===== config.mk =====
export PLATFORM = sky130hd
export DESIGN_NAME = mcu_core_memory_and_registers
export DESIGN_NICKNAME = d
export VERILOG_FILES = /design/src/mcu_core_pkg.sv /design/src/mcu_core_memory_and_registers.sv
export VERILOG_INCLUDE_DIRS = /design/src
export SDC_FILE = /design/constraint.sdc
export NUM_CORES = 2
export LEC_CHECK = 0
export ABC_CLOCK_PERIOD_IN_PS = 15050
export BUFFER_PORTS_ARGS = -buffer_cell sky130_fd_sc_hd__buf_2
export CORE_ASPECT_RATIO = 1.1
export CORE_UTILIZATION = 30
export CTS_CLUSTER_SIZE = 25
export DETAILED_ROUTE_END_ITERATION = 7
export SYNTH_ARGS = -nofsm -noshare
export SYNTH_HDL_FRONTEND = slang
export SYNTH_SLANG_ARGS = --single-unit

===== constraint.sdc =====
create_clock -name core_clk -period 15.05 [get_ports core_clk]
set_input_delay 0 -clock core_clk [delete_from_list [all_inputs] [get_ports core_clk]]
set_output_delay 0 -clock core_clk [all_outputs]
set_load 0.02 [all_outputs]

===== src/mcu_core_regs.svh =====
// Constants for the core register file and memory map
`ifndef MCU_CORE_REGS_SVH
`define MCU_CORE_REGS_SVH
// ----------------------------------------
// Special register addresses
// ----------------------------------------
`define SFR_ACC      8'he0
`define SFR_AUX      8'hf0
`define SFR_FLAGS    8'hd0
`define SFR_STACK    8'h81
`define SFR_DP_LOW   8'h82
`define SFR_DP_HIGH  8'h83
`define SFR_PAGE     8'ha1
`define SFR_MAP      8'ha2
// ----------------------------------------
// Fields of the flags word
// ----------------------------------------
`define FLG_CY       7
`define FLG_AC       6
`define FLG_RS_HI    4
`define FLG_RS_LO    3
`define FLG_OV       2
`define FLG_PAR      0
// ----------------------------------------
// Reset values and fixed locations
// ----------------------------------------
`define RST_STACK    8'h07
`define RST_BYTE     8'h00
`define RST_FETCH    16'h0000
`define BIT_BASE     8'h20
`define VEC_BASE     16'h0003
`define VEC_SHIFT    3
`endif


===== src/mcu_core_pkg.sv =====
// Types shared by the core register file
package mcu_core_pkg;
  typedef struct packed {
    logic       en;
    logic       we;
    logic [7:0] addr;
    logic [7:0] wdata;
  } byte_req_t;
  typedef struct packed {
    logic       en;
    logic       we;
    logic [2:0] idx;
    logic [7:0] wdata;
  } reg_req_t;
  typedef struct packed {
    logic       en;
    logic       we;
    logic [7:0] addr;
    logic       val;
  } bit_req_t;
  typedef struct packed {
    logic cy_upd;
    logic cy;
    logic ac_upd;
    logic ac;
    logic ov_upd;
    logic ov;
  } alu_flags_t;
endpackage


===== src/mcu_core_memory_and_registers.sv =====
// Register file, internal RAM and address generation of the 8-bit core
`include "mcu_core_regs.svh"
// How it works
// - Separate 64KB code and data address outputs
// - Code writes pass only while programming
// - 256-byte read/write RAM holds the stack
// - Upper 128 special registers: direct only
// - Accumulator pairs with aux as 16 bits
// - Stack pointer increments before each push
// - Stack pointer resets to 07h
// - Fetch counter 16 bits, resets to 0000h
// - Carry takes ALU carry or shift bit
// - Nibble carry takes bit 3 carry
// - Two bank bits choose active bank
// - Signed range flag set on overflow
// - Parity bit keeps ones count even
// - Data pointer: 16 bits, two bytes
// - Taken interrupt loads its vector
// - Vectors at 0003h, eight bytes apart
// - Unused vectors stay plain code memory
// - Four banks in bytes 0 to 31
// - Bytes 20h-2Fh hold 128 bits
// - Special registers ending 0h/8h bit-addressable
// - Page register extends beyond 64K
// - Either flash array mappable into data
module mcu_core_memory_and_registers
  import mcu_core_pkg::*;
#(
  parameter int RAM_DEPTH = 256,
  parameter int SRC_BITS  = 3
) (
  // Clock and reset
  input  wire logic                core_clk,
  input  wire logic                sys_rst,
  // Operand access
  input  wire byte_req_t           dir_req,
  input  wire byte_req_t           ind_req,
  input  wire reg_req_t            reg_req,
  input  wire bit_req_t            bit_req,
  output logic [7:0]               dir_rdata,
  output logic [7:0]               ind_rdata,
  output logic [7:0]               reg_rdata,
  output logic                     bit_rdata,
  // Stack
  input  wire logic                push,
  input  wire logic                pop,
  input  wire logic [7:0]          push_data,
  output logic [7:0]               pop_data,
  // Execution results
  input  wire logic                acc_wr,
  input  wire logic [7:0]          acc_wdata,
  input  wire logic                ab_wr,
  input  wire logic [15:0]         ab_wdata,
  input  wire alu_flags_t          alu_flags,
  input  wire logic                ext_data_pointer_inc,
  // Fetch control
  input  wire logic                pc_inc,
  input  wire logic                pc_load,
  input  wire logic [15:0]         pc_load_addr,
  input  wire logic                irq_take,
  input  wire logic [SRC_BITS-1:0] irq_src,
  // Memory side
  input  wire logic                flash_prog,
  input  wire logic                code_we_req,
  output logic                     code_we,
  output logic                     code_wr_refused,
  output logic [15:0]              fetch_addr,
  output logic [15:0]              ext_data_addr,
  output logic [7:0]               ext_page,
  output logic                     main_in_data,
  output logic                     sec_in_data
);

  // ----------------------------------------
  // State
  // ----------------------------------------
  logic [7:0] ram_r [RAM_DEPTH];
  logic [7:0] acc_r, aux_r, sp_r, flags_r;
  logic [7:0] dpl_r, dph_r, pch_r, pcl_r;
  logic [7:0] page_r;
  logic [1:0] map_r;
  logic [7:0] flags_full, flags_nxt;
  logic       sfr_we, ram_we;
  logic [7:0] sfr_wa, sfr_wd, ram_wa, ram_wd;
  logic [7:0] bit_byte, bit_old;
  logic       refused_r;

  // ----------------------------------------
  // Decode helpers
  // ----------------------------------------
  function automatic logic [7:0] bit_home(input logic [7:0] a);
    if (a[7]) begin
      bit_home = {a[7:3], 3'h0};
    end else begin
      bit_home = `BIT_BASE + {4'h0, a[6:3]};
    end
  endfunction

  function automatic logic [7:0] bank_addr(input logic [1:0] rs,
                                           input logic [2:0] idx);
    bank_addr = {3'h0, rs, idx};
  endfunction

  function automatic logic [7:0] sfr_rd(input logic [7:0] a);
    case (a)
      `SFR_ACC:     sfr_rd = acc_r;
      `SFR_AUX:     sfr_rd = aux_r;
      `SFR_FLAGS:   sfr_rd = flags_full;
      `SFR_STACK:   sfr_rd = sp_r;
      `SFR_DP_LOW:  sfr_rd = dpl_r;
      `SFR_DP_HIGH: sfr_rd = dph_r;
      `SFR_PAGE:    sfr_rd = page_r;
      `SFR_MAP:     sfr_rd = {6'h00, map_r};
      default:      sfr_rd = 8'h00;
    endcase
  endfunction

  // Parity is computed, so software writes to it have no effect
  assign flags_full = {flags_r[7:1], ^acc_r};
  assign bit_byte   = bit_home(bit_req.addr);

  // A process, so a change of a register read inside sfr_rd re-evaluates
  always_comb begin
    bit_old = bit_req.addr[7] ? sfr_rd(bit_byte) : ram_r[bit_byte];
  end

  // ----------------------------------------
  // Write steering
  // ----------------------------------------
  always_comb begin
    sfr_we = 1'b0;
    sfr_wa = dir_req.addr;
    sfr_wd = dir_req.wdata;
    if (dir_req.en && dir_req.we && dir_req.addr[7]) begin
      sfr_we = 1'b1;
    end else if (bit_req.en && bit_req.we && bit_req.addr[7]) begin
      sfr_we = 1'b1;
      sfr_wa = bit_byte;
      sfr_wd = bit_old;
      sfr_wd[bit_req.addr[2:0]] = bit_req.val;
    end
  end

  // Only one access per cycle is expected; this order settles clashes
  always_comb begin
    ram_we = 1'b0;
    ram_wa = 8'h00;
    ram_wd = 8'h00;
    if (push) begin
      ram_we = 1'b1;
      ram_wa = sp_r + 8'h01;
      ram_wd = push_data;
    end else if (dir_req.en && dir_req.we && !dir_req.addr[7]) begin
      ram_we = 1'b1;
      ram_wa = dir_req.addr;
      ram_wd = dir_req.wdata;
    end else if (ind_req.en && ind_req.we) begin
      ram_we = 1'b1;
      ram_wa = ind_req.addr;
      ram_wd = ind_req.wdata;
    end else if (reg_req.en && reg_req.we) begin
      ram_we = 1'b1;
      ram_wa = bank_addr(flags_r[`FLG_RS_HI:`FLG_RS_LO], reg_req.idx);
      ram_wd = reg_req.wdata;
    end else if (bit_req.en && bit_req.we && !bit_req.addr[7]) begin
      ram_we = 1'b1;
      ram_wa = bit_byte;
      ram_wd = bit_old;
      ram_wd[bit_req.addr[2:0]] = bit_req.val;
    end
  end

  // ----------------------------------------
  // Internal RAM
  // ----------------------------------------
  // Contents are left as they are across reset
  always_ff @(posedge core_clk) begin
    if (ram_we) begin
      ram_r[ram_wa] <= ram_wd;
    end
  end

  // ----------------------------------------
  // Accumulator and aux register
  // ----------------------------------------
  always_ff @(posedge core_clk) begin
    if (sys_rst) begin
      acc_r <= `RST_BYTE;
      aux_r <= `RST_BYTE;
    end else if (ab_wr) begin
      {aux_r, acc_r} <= ab_wdata;
    end else begin
      if (acc_wr) begin
        acc_r <= acc_wdata;
      end else if (sfr_we && sfr_wa == `SFR_ACC) begin
        acc_r <= sfr_wd;
      end
      if (sfr_we && sfr_wa == `SFR_AUX) begin
        aux_r <= sfr_wd;
      end
    end
  end

  // ----------------------------------------
  // Stack pointer
  // ----------------------------------------
  // Wraps modulo 256; no overflow is flagged
  always_ff @(posedge core_clk) begin
    if (sys_rst) begin
      sp_r <= `RST_STACK;
    end else if (push) begin
      sp_r <= sp_r + 8'h01;
    end else if (pop) begin
      sp_r <= sp_r - 8'h01;
    end else if (sfr_we && sfr_wa == `SFR_STACK) begin
      sp_r <= sfr_wd;
    end
  end

  // ----------------------------------------
  // Flags word
  // ----------------------------------------
  // ALU updates win over a software write in the same cycle
  always_comb begin
    flags_nxt = flags_r;
    if (sfr_we && sfr_wa == `SFR_FLAGS) begin
      flags_nxt = sfr_wd;
    end
    if (alu_flags.cy_upd) begin
      flags_nxt[`FLG_CY] = alu_flags.cy;
    end
    if (alu_flags.ac_upd) begin
      flags_nxt[`FLG_AC] = alu_flags.ac;
    end
    if (alu_flags.ov_upd) begin
      flags_nxt[`FLG_OV] = alu_flags.ov;
    end
    flags_nxt[`FLG_PAR] = 1'b0;
  end

  always_ff @(posedge core_clk) begin
    if (sys_rst) begin
      flags_r <= `RST_BYTE;
    end else begin
      flags_r <= flags_nxt;
    end
  end

  // ----------------------------------------
  // Data pointer, page and map
  // ----------------------------------------
  always_ff @(posedge core_clk) begin
    if (sys_rst) begin
      {dph_r, dpl_r} <= {`RST_BYTE, `RST_BYTE};
    end else if (ext_data_pointer_inc) begin
      {dph_r, dpl_r} <= {dph_r, dpl_r} + 16'h0001;
    end else if (sfr_we && sfr_wa == `SFR_DP_LOW) begin
      dpl_r <= sfr_wd;
    end else if (sfr_we && sfr_wa == `SFR_DP_HIGH) begin
      dph_r <= sfr_wd;
    end
  end

  always_ff @(posedge core_clk) begin
    if (sys_rst) begin
      page_r <= `RST_BYTE;
      map_r  <= 2'h0;
    end else if (sfr_we && sfr_wa == `SFR_PAGE) begin
      page_r <= sfr_wd;
    end else if (sfr_we && sfr_wa == `SFR_MAP) begin
      map_r <= sfr_wd[1:0];
    end
  end

  // ----------------------------------------
  // Fetch address counter
  // ----------------------------------------
  // Vectors are only jump targets; nothing guards their bytes
  always_ff @(posedge core_clk) begin
    if (sys_rst) begin
      {pch_r, pcl_r} <= `RST_FETCH;
    end else if (irq_take) begin
      {pch_r, pcl_r} <= `VEC_BASE +
        (16'(irq_src) << `VEC_SHIFT);
    end else if (pc_load) begin
      {pch_r, pcl_r} <= pc_load_addr;
    end else if (pc_inc) begin
      {pch_r, pcl_r} <= {pch_r, pcl_r} + 16'h0001;
    end
  end

  // ----------------------------------------
  // Read data
  // ----------------------------------------
  always_ff @(posedge core_clk) begin
    if (sys_rst) begin
      dir_rdata <= 8'h00;
      ind_rdata <= 8'h00;
      reg_rdata <= 8'h00;
      bit_rdata <= 1'b0;
      pop_data  <= 8'h00;
    end else begin
      if (dir_req.en) begin
        dir_rdata <= dir_req.addr[7] ? sfr_rd(dir_req.addr)
                                     : ram_r[dir_req.addr];
      end
      if (ind_req.en) begin
        ind_rdata <= ram_r[ind_req.addr];
      end
      if (reg_req.en) begin
        reg_rdata <= ram_r[bank_addr(flags_r[`FLG_RS_HI:`FLG_RS_LO],
                                     reg_req.idx)];
      end
      if (bit_req.en) begin
        bit_rdata <= bit_old[bit_req.addr[2:0]];
      end
      if (pop) begin
        pop_data <= ram_r[sp_r];
      end
    end
  end

  // ----------------------------------------
  // Memory side outputs
  // ----------------------------------------
  always_ff @(posedge core_clk) begin
    if (sys_rst) begin
      refused_r <= 1'b0;
    end else begin
      refused_r <= code_we_req && !flash_prog;
    end
  end

  assign code_we         = code_we_req && flash_prog;
  assign code_wr_refused = refused_r;
  assign fetch_addr      = {pch_r, pcl_r};
  assign ext_data_addr   = {dph_r, dpl_r};
  assign ext_page        = page_r;
  assign main_in_data    = map_r[0];
  assign sec_in_data     = map_r[1];

  // ----------------------------------------
  // Checks
  // ----------------------------------------
  a_stack_reset: assert property (@(posedge core_clk)
    sys_rst |=> sp_r == 8'h07 && fetch_addr == 16'h0000)
    else $error("stack or fetch reset value wrong");

  a_push_pre_inc: assert property (@(posedge core_clk)
    disable iff (sys_rst) push |=>
      sp_r == $past(sp_r) + 8'h01 && ram_r[sp_r] == $past(push_data))
    else $error("push did not pre-increment");

  a_vector_load: assert property (@(posedge core_clk)
    disable iff (sys_rst) irq_take |=>
      fetch_addr == 16'h0003 + 16'h0008 * 16'($past(irq_src)))
    else $error("interrupt vector wrong");

  a_code_read_only: assert property (@(posedge core_clk)
    disable iff (sys_rst) (code_we_req && !flash_prog) |->
      !code_we ##1 code_wr_refused)
    else $error("code write passed outside programming");

  a_bank_select: assert property (@(posedge core_clk)
    disable iff (sys_rst)
    (reg_req.en && reg_req.we && !push && !dir_req.en) |=>
      ram_r[{3'h0, $past(flags_r[4:3]), $past(reg_req.idx)}]
        == $past(reg_req.wdata))
    else $error("bank register landed wrong");

  a_bit_area: assert property (@(posedge core_clk)
    disable iff (sys_rst)
    (bit_req.en && bit_req.we && !bit_req.addr[7] && !push &&
     !dir_req.en && !ind_req.en && !reg_req.en) |=>
      ram_r[8'h20 + {4'h0, $past(bit_req.addr[6:3])}]
        [$past(bit_req.addr[2:0])] == $past(bit_req.val))
    else $error("bit write landed wrong");

  a_carry_wins: assert property (@(posedge core_clk)
    disable iff (sys_rst) alu_flags.cy_upd |=>
      flags_r[7] == $past(alu_flags.cy))
    else $error("carry not captured");

  a_ov_capture: assert property (@(posedge core_clk)
    disable iff (sys_rst) alu_flags.ov_upd |=>
      flags_r[2] == $past(alu_flags.ov))
    else $error("signed range flag not captured");

  a_parity_read: assert property (@(posedge core_clk)
    disable iff (sys_rst)
    (dir_req.en && !dir_req.we && dir_req.addr == 8'hd0) |=>
      dir_rdata[0] == ^$past(acc_r))
    else $error("parity read wrong");

  a_pair_write: assert property (@(posedge core_clk)
    disable iff (sys_rst) ab_wr |=> {aux_r, acc_r} == $past(ab_wdata))
    else $error("paired write wrong");

  a_indirect_ram: assert property (@(posedge core_clk)
    disable iff (sys_rst)
    (ind_req.en && ind_req.we && ind_req.addr[7] && !push &&
     !dir_req.en) |=>
      ram_r[$past(ind_req.addr)] == $past(ind_req.wdata) &&
      $stable(acc_r) && $stable(sp_r))
    else $error("indirect access reached special registers");

endmodule


* Word level (Yosys, flattened, before mapping)
Memories as Yosys holds them, arrays and structs flattened. A register that Yosys moved wholly into a read port is not among the register bits.
Index checks and enable logic that the tools add are counted.
** Word-level totals
- Flip-flop bits (word level) :: 84
- Memory bits (writable) :: 2048
- Output and inout bits :: 77
- Word-level logic and storage cells :: 142
- Memories :: 1
** Memories
- ram_r :: words 256, width 8, read ports 5, clocked after memory_dff 3, wr ports 1, RTL line mcu_core_memory_and_registers.sv:77 : logic [7:0] ram_r [RAM_DEPTH];
** Operators by class
- Add/sub/neg operators :: 6
- $lt $le $gt $ge :: 2
- Equal/unequal tests :: 25
- Multiplexer cells :: 56
- Bitwise logic cells :: 1
- Reduce and logical (&&, ||, !) cells :: 34
** Operators by type and width (count)
- 8-bit two-way mux :: 37
- 8-bit == test, second input constant :: 24
- 8-bit one-hot mux with 8 select lines :: 2
- 16-bit by 1-bit adder with 16-bit output, second input constant :: 2
- 1-bit logical AND :: 19
- 1-bit two-way mux :: 14
- 2-bit nonzero test :: 6
- 3-bit nonzero test :: 3
- 8-bit by 1-bit adder with 8-bit output, second input constant :: 1
- 8-bit bitwise mux :: 1
- 8-bit XOR reduction :: 1
- 8-bit by 1-bit subtractor with 8-bit output, second input constant :: 1
- 2-bit by 6-bit adder with 7-bit output, first input constant :: 1
- 6-bit by 4-bit adder with 7-bit output, first input constant :: 1
- 3-bit by 4-bit < comparator with 1-bit output, second input constant :: 1
- 2-bit AND reduction :: 2
- 1-bit binary-select mux with 3-bit select :: 1
- 1-bit demux with 3-bit select :: 1
- 3-bit by 1-bit greater-or-equal comparator with 1-bit output, second input constant :: 1
- 1-bit zero test :: 3
- 2-bit inequality test, second input constant :: 1
- 1-bit NOT :: 1

* Logic depth before layout (Yosys ltp)
- Depth after elaboration :: 11
- Depth in mapped cells :: 14
- Gate-level depth less buffers :: 8

* Worst setup path after synthesis
No wires, ideal clock.
- Path type :: input port to flip-flop
- Start point :: input bit_req[5] (netlist name)
- End point :: memory ram_r[0][3], data pin
- Setup time :: 2.187 ns
- Arrival :: 11.483 ns
- Path slack :: 1.380 ns
- Stages :: 10
- Path buffers :: 4
- Path through :: buf_2 -> buf_4 -> buf_4 -> clkbuf_1 -> mux4_2 -> nor2_1 -> a221oi_1 -> o31ai_1 -> a22o_1 -> o21ai_0
** On the way
- Cells in the longest elaborated chain, start to end :: 11
- Elaborated cells on any way between the ends :: 19
- Those cells by class :: add/sub: 1; eq/ne: 8; mux: 9; memory: 1
** Ends and longest elaborated chain
- start: declaration :: RTL line mcu_core_memory_and_registers.sv:39 : input wire bit_req_t bit_req,
- 6-bit by 4-bit adder with 7-bit output (no source line)
- 8-bit two-way mux * :: RTL line mcu_core_memory_and_registers.sv:92 : if (a[7]) begin
- parallel branches: the longest is 2 deep, another holds memory 256 x 8 bit
- 8-bit two-way mux * :: RTL line mcu_core_memory_and_registers.sv:124 : bit_old = bit_req.addr[7] ? sfr_rd(bit_byte) : ram_r[bit_byte];
- 8-bit bitwise mux * :: RTL line mcu_core_memory_and_registers.sv:169 : ram_wd[bit_req.addr[2:0]] = bit_req.val;
- 8-bit two-way mux * :: RTL line mcu_core_memory_and_registers.sv:165 : end else if (bit_req.en && bit_req.we && !bit_req.addr[7]) begin
- 8-bit two-way mux * :: RTL line mcu_core_memory_and_registers.sv:161 : end else if (reg_req.en && reg_req.we) begin
- 8-bit two-way mux * :: RTL line mcu_core_memory_and_registers.sv:157 : end else if (ind_req.en && ind_req.we) begin
- 8-bit two-way mux * :: RTL line mcu_core_memory_and_registers.sv:153 : end else if (dir_req.en && dir_req.we && !dir_req.addr[7]) begin
- 8-bit two-way mux * :: RTL line mcu_core_memory_and_registers.sv:149 : if (push) begin
- net ram_wd[3] :: RTL line mcu_core_memory_and_registers.sv:84 : logic [7:0] sfr_wa, sfr_wd, ram_wa, ram_wd;
- end: declaration :: RTL line mcu_core_memory_and_registers.sv:77
Mark *: on every way through the listed nets, which the timed path passes.

==> results.md <==
* Die Y at 648 µm
* Wire length of the first global-routing pass at 603 mm
* Num ports at 206
* CP Capture Point: pop_data[4]
* Slew Viols, Final at 0
* Critical Path RT at 15.82 ns
* Non-Filler Instances at 11900
* Final nets at 6782
* Dpl cells at 11200
* Number of flops mapped to enable cells by yosys at 2048
* Vias in the first global route at 72900
* Worst Skew at 0.103 ns
* Post-CTS setup buffer count at 0
* Hpwl dp at 297 mm
* Status: finished, violations left
* FF-to-FF setup slack at 9.06 ns
* Num CTS Buffers at 232
* Routed Antenna Nets at 0
* Minimum clock period at 5.99 ns
* Fin. Hold Viols at 0
* Syn Area/Cell at 18.0 µm²
* Top FF cell, synth: edfxtp_1
* Worst r2r src: sp_r[1]
* Yosys top cell by area: edfxtp_1
* Wire per inst at 37.0 µm
* Synth Register Bits at 2155
* GRT Total Usage at 0.226
* Clock slew at reported path FFs at 0.07 ns
* CP Class: register to register
* Rows at 236
* Syn nets at 6463
* Crit-path max FO at 103
* Core Footprint at 376000 µm²
* Fraction of registers with async set/reset at 0
* Startpoint Class: register
* Setup_tns at 0 ns
* CTS sink cnt at 2155
* Netlist cell types at 80
* GPL Wtd Cong at 0.971
* Max-cap violations at 1
* Final wirelength at 440 mm
* Clock root buffer: clkbuf_16
* CP arrival at 6.75 ns
* Share of the synthesized area in the top cell type at 0.541
* Critical path launch point: sp_r[1]
* Drt via density at 6.29
* # H-tree levels at 4
* Pwr dens at 114 nW/µm²
* Starting Density at 0.302
* First-pass DRT Iterations at 7
* CTS resizes at 0
* Pin count of the biggest net entering global routing at 145
* P&R area growth vs syn at 14.7%
* Layout cells sized above 1 at 0.360
* Skew-Pair Late Insertion Delay at 0.96 ns
* RR Endpoint: pop_data[4]
* Ranking of synthesized cells by area: edfxtp_1, mux4_2, dfxtp_1
* Port bufs at 205
* Slew margin rel. at 0.0214
* Measured slew at the worst slew-check pin at 1.43 ns
* Post-Syn Area at 114000 µm²
* Routed vias at 74700
* Power, Total at 0.0148 W
* Crit end category: register
* RSZ-0062 raised after global routing: false
* CTS tree: done
* Crit share post-route at 0.398
* Total congestion overflow at 0
* Fmax at 0.167 GHz
* Yosys warns at 0
* Die W at 589 µm
* Hold WC Path Type: input pin to register
* R2R depth at 10
* DRC at 0
* Worst vdd ir at 0.000132 V
* Die ar. at 381000 µm²
* Initial antenna violation count at 42
* Violations in the final reports: max-capacitance violations
* Final setup viols at 0
* CTS hold repair buffers at 193
* CTS Buffer Depth at 3
* Cell count after synthesis at 6330
* Initial DRC Count at 12400
* Static Leak at 40.6 nW
* Register area share after synthesis at 0.560
-- cell families after synthesis --
group / after synthesis / share of synthesized area
buffers and inverters: 592 / 0.0245
AOI/OAI and AO/OA: 708 / 0.0431
and+or+nand+nor: 1041 / 0.0421
xor gates and xnor gates: 33 / 0.00254
DFF: 2155 / 0.560
muxes: 1797 / 0.327
adders and majority gates: 4 / 0.000440
-- routing by layer --
layer	up-vias	routed length (µm)	track usage
met4	16	30500	0.131
met5	-	126	0
met1	39600	153000	0.281
li1	28000	-	-
met3	1077	56100	0.0658
met2	5961	200000	0.351
-- sequential cells by signal (all words and copies together) (netlist names), 2 cells and up --
name / flops
acc_r: 8
aux_r: 8
dir_rdata: 8
dph_r: 8
dpl_r: 8
ext_page: 8
flags_r: 7
ind_rdata: 8
map_r: 2
pch_r: 8
pcl_r: 8
pop_data: 8
ram_r: 2048
reg_rdata: 8
sp_r: 8
-- synthesized netlist by cell type, drive strengths merged, types with 9 or more instances --
cell / number
a2111oi: 12
a211o: 9
a211oi: 61
a21oi: 142
a221oi: 46
a22o: 9
a22oi: 118
a311oi: 10
a31oi: 26
a32oi: 15
and2: 15
and3: 21
buf: 320
clkbuf: 245
dfxtp: 107
edfxtp: 2048
inv: 26
mux2: 52
mux2i: 212
mux4: 1533
nand2: 235
nand2b: 24
nand3: 93
nand3b: 17
nand4: 30
nor2: 441
nor2b: 58
nor3: 37
o211ai: 14
o21ai: 88
o221ai: 26
o22ai: 61
o32ai: 9
or3: 10
or3b: 11
or4: 9
xnor2: 22
xor2: 11
-- cell usage in the layout (no fill, tap or decap), drive strengths merged, types with 14 or more instances in the layout --
cell type,n
clkinv,121
mux2i,212
a32oi,15
nand2b,24
o211ai,14
clkbuf,280
dlygate4sd3,193
mux4,1533
a211oi,61
o22ai,61
and3,21
diode,24
nand3b,17
buf,456
inv,29
nand3,93
o221ai,26
nand4,30
bufinv,23
a31oi,26
nor2b,58
xnor2,22
mux2,52
o21ai,88
nor3,37
a22oi,118
edfxtp,2048
nand2,235
dfxtp,107
a221oi,46
nor2,441
and2,15
clkinvlp,15
a21oi,142
-- through the flow --
stage          hold slack, ns  cell area (µm²)  setup slack [ns]   util
6_report               0.0626           130000              9.06  0.346
5_1_grt                0.0326           130000              9.15  0.346
4_1_cts               0.00424           130000              9.39  0.346
3_5_place_dp            0.182           121000              9.01  0.320
3_3_place_gp            0.175           121000              9.24  0.320
2_1_floorplan          0.0761           114000              1.38      -
-- critical path, cell delays in order (launching register included) --
cell and delay [ns]:
dfxtp_4 0.86, buf_12 0.62, buf_4 0.67, buf_4 0.84
mux4_2 0.44, mux2i_1 0.28, o221ai_1 0.18, a21oi_1 0.90
a21oi_1 0.16, o21ai_0 0.34, o311ai_0 0.26
-- final cells by class --
type / count / area, µm²
diodes: 24 / 60.1
clock buffers: 279 / 6040
fillers: 35100 / 246000
multi-input cells: 3583 / 47500
well taps: 4998 / 6250
flip-flops and latches: 2155 / 63700
repair buffers: 650 / 5060
clock inverters: 161 / 1720
inverters: 27 / 104
-- worst min-delay path by stage --
stage | from | end | slack [ns] | cells after the start
final | acc_wdata[1] | acc_r[1] | 0.06 | 6
after global routing | reg_req[0] | ram_r[65][0] | 0.03 | 3
after CTS | acc_wdata[1] | acc_r[1] | 0.004 | 6
after detailed placement | flash_prog | code_wr_refused | 0.18 | 2
after global placement | flash_prog | code_wr_refused | 0.17 | 2
after floorplan | flash_prog | code_wr_refused | 0.08 | 1
-- power by group --
| group | leakage [nW] | internal (W) | switching [W] |
|---|---|---|---|
| clock | 3.76 | 0.00328 | 0.00258 |
| combinational | 17.5 | 0.000788 | 0.00144 |
| sequential | 19.4 | 0.00670 | 0.0000654 |
| total | 40.6 | 0.0108 | 0.00408 |
Note: power is estimated with default switching activity, not from simulation.
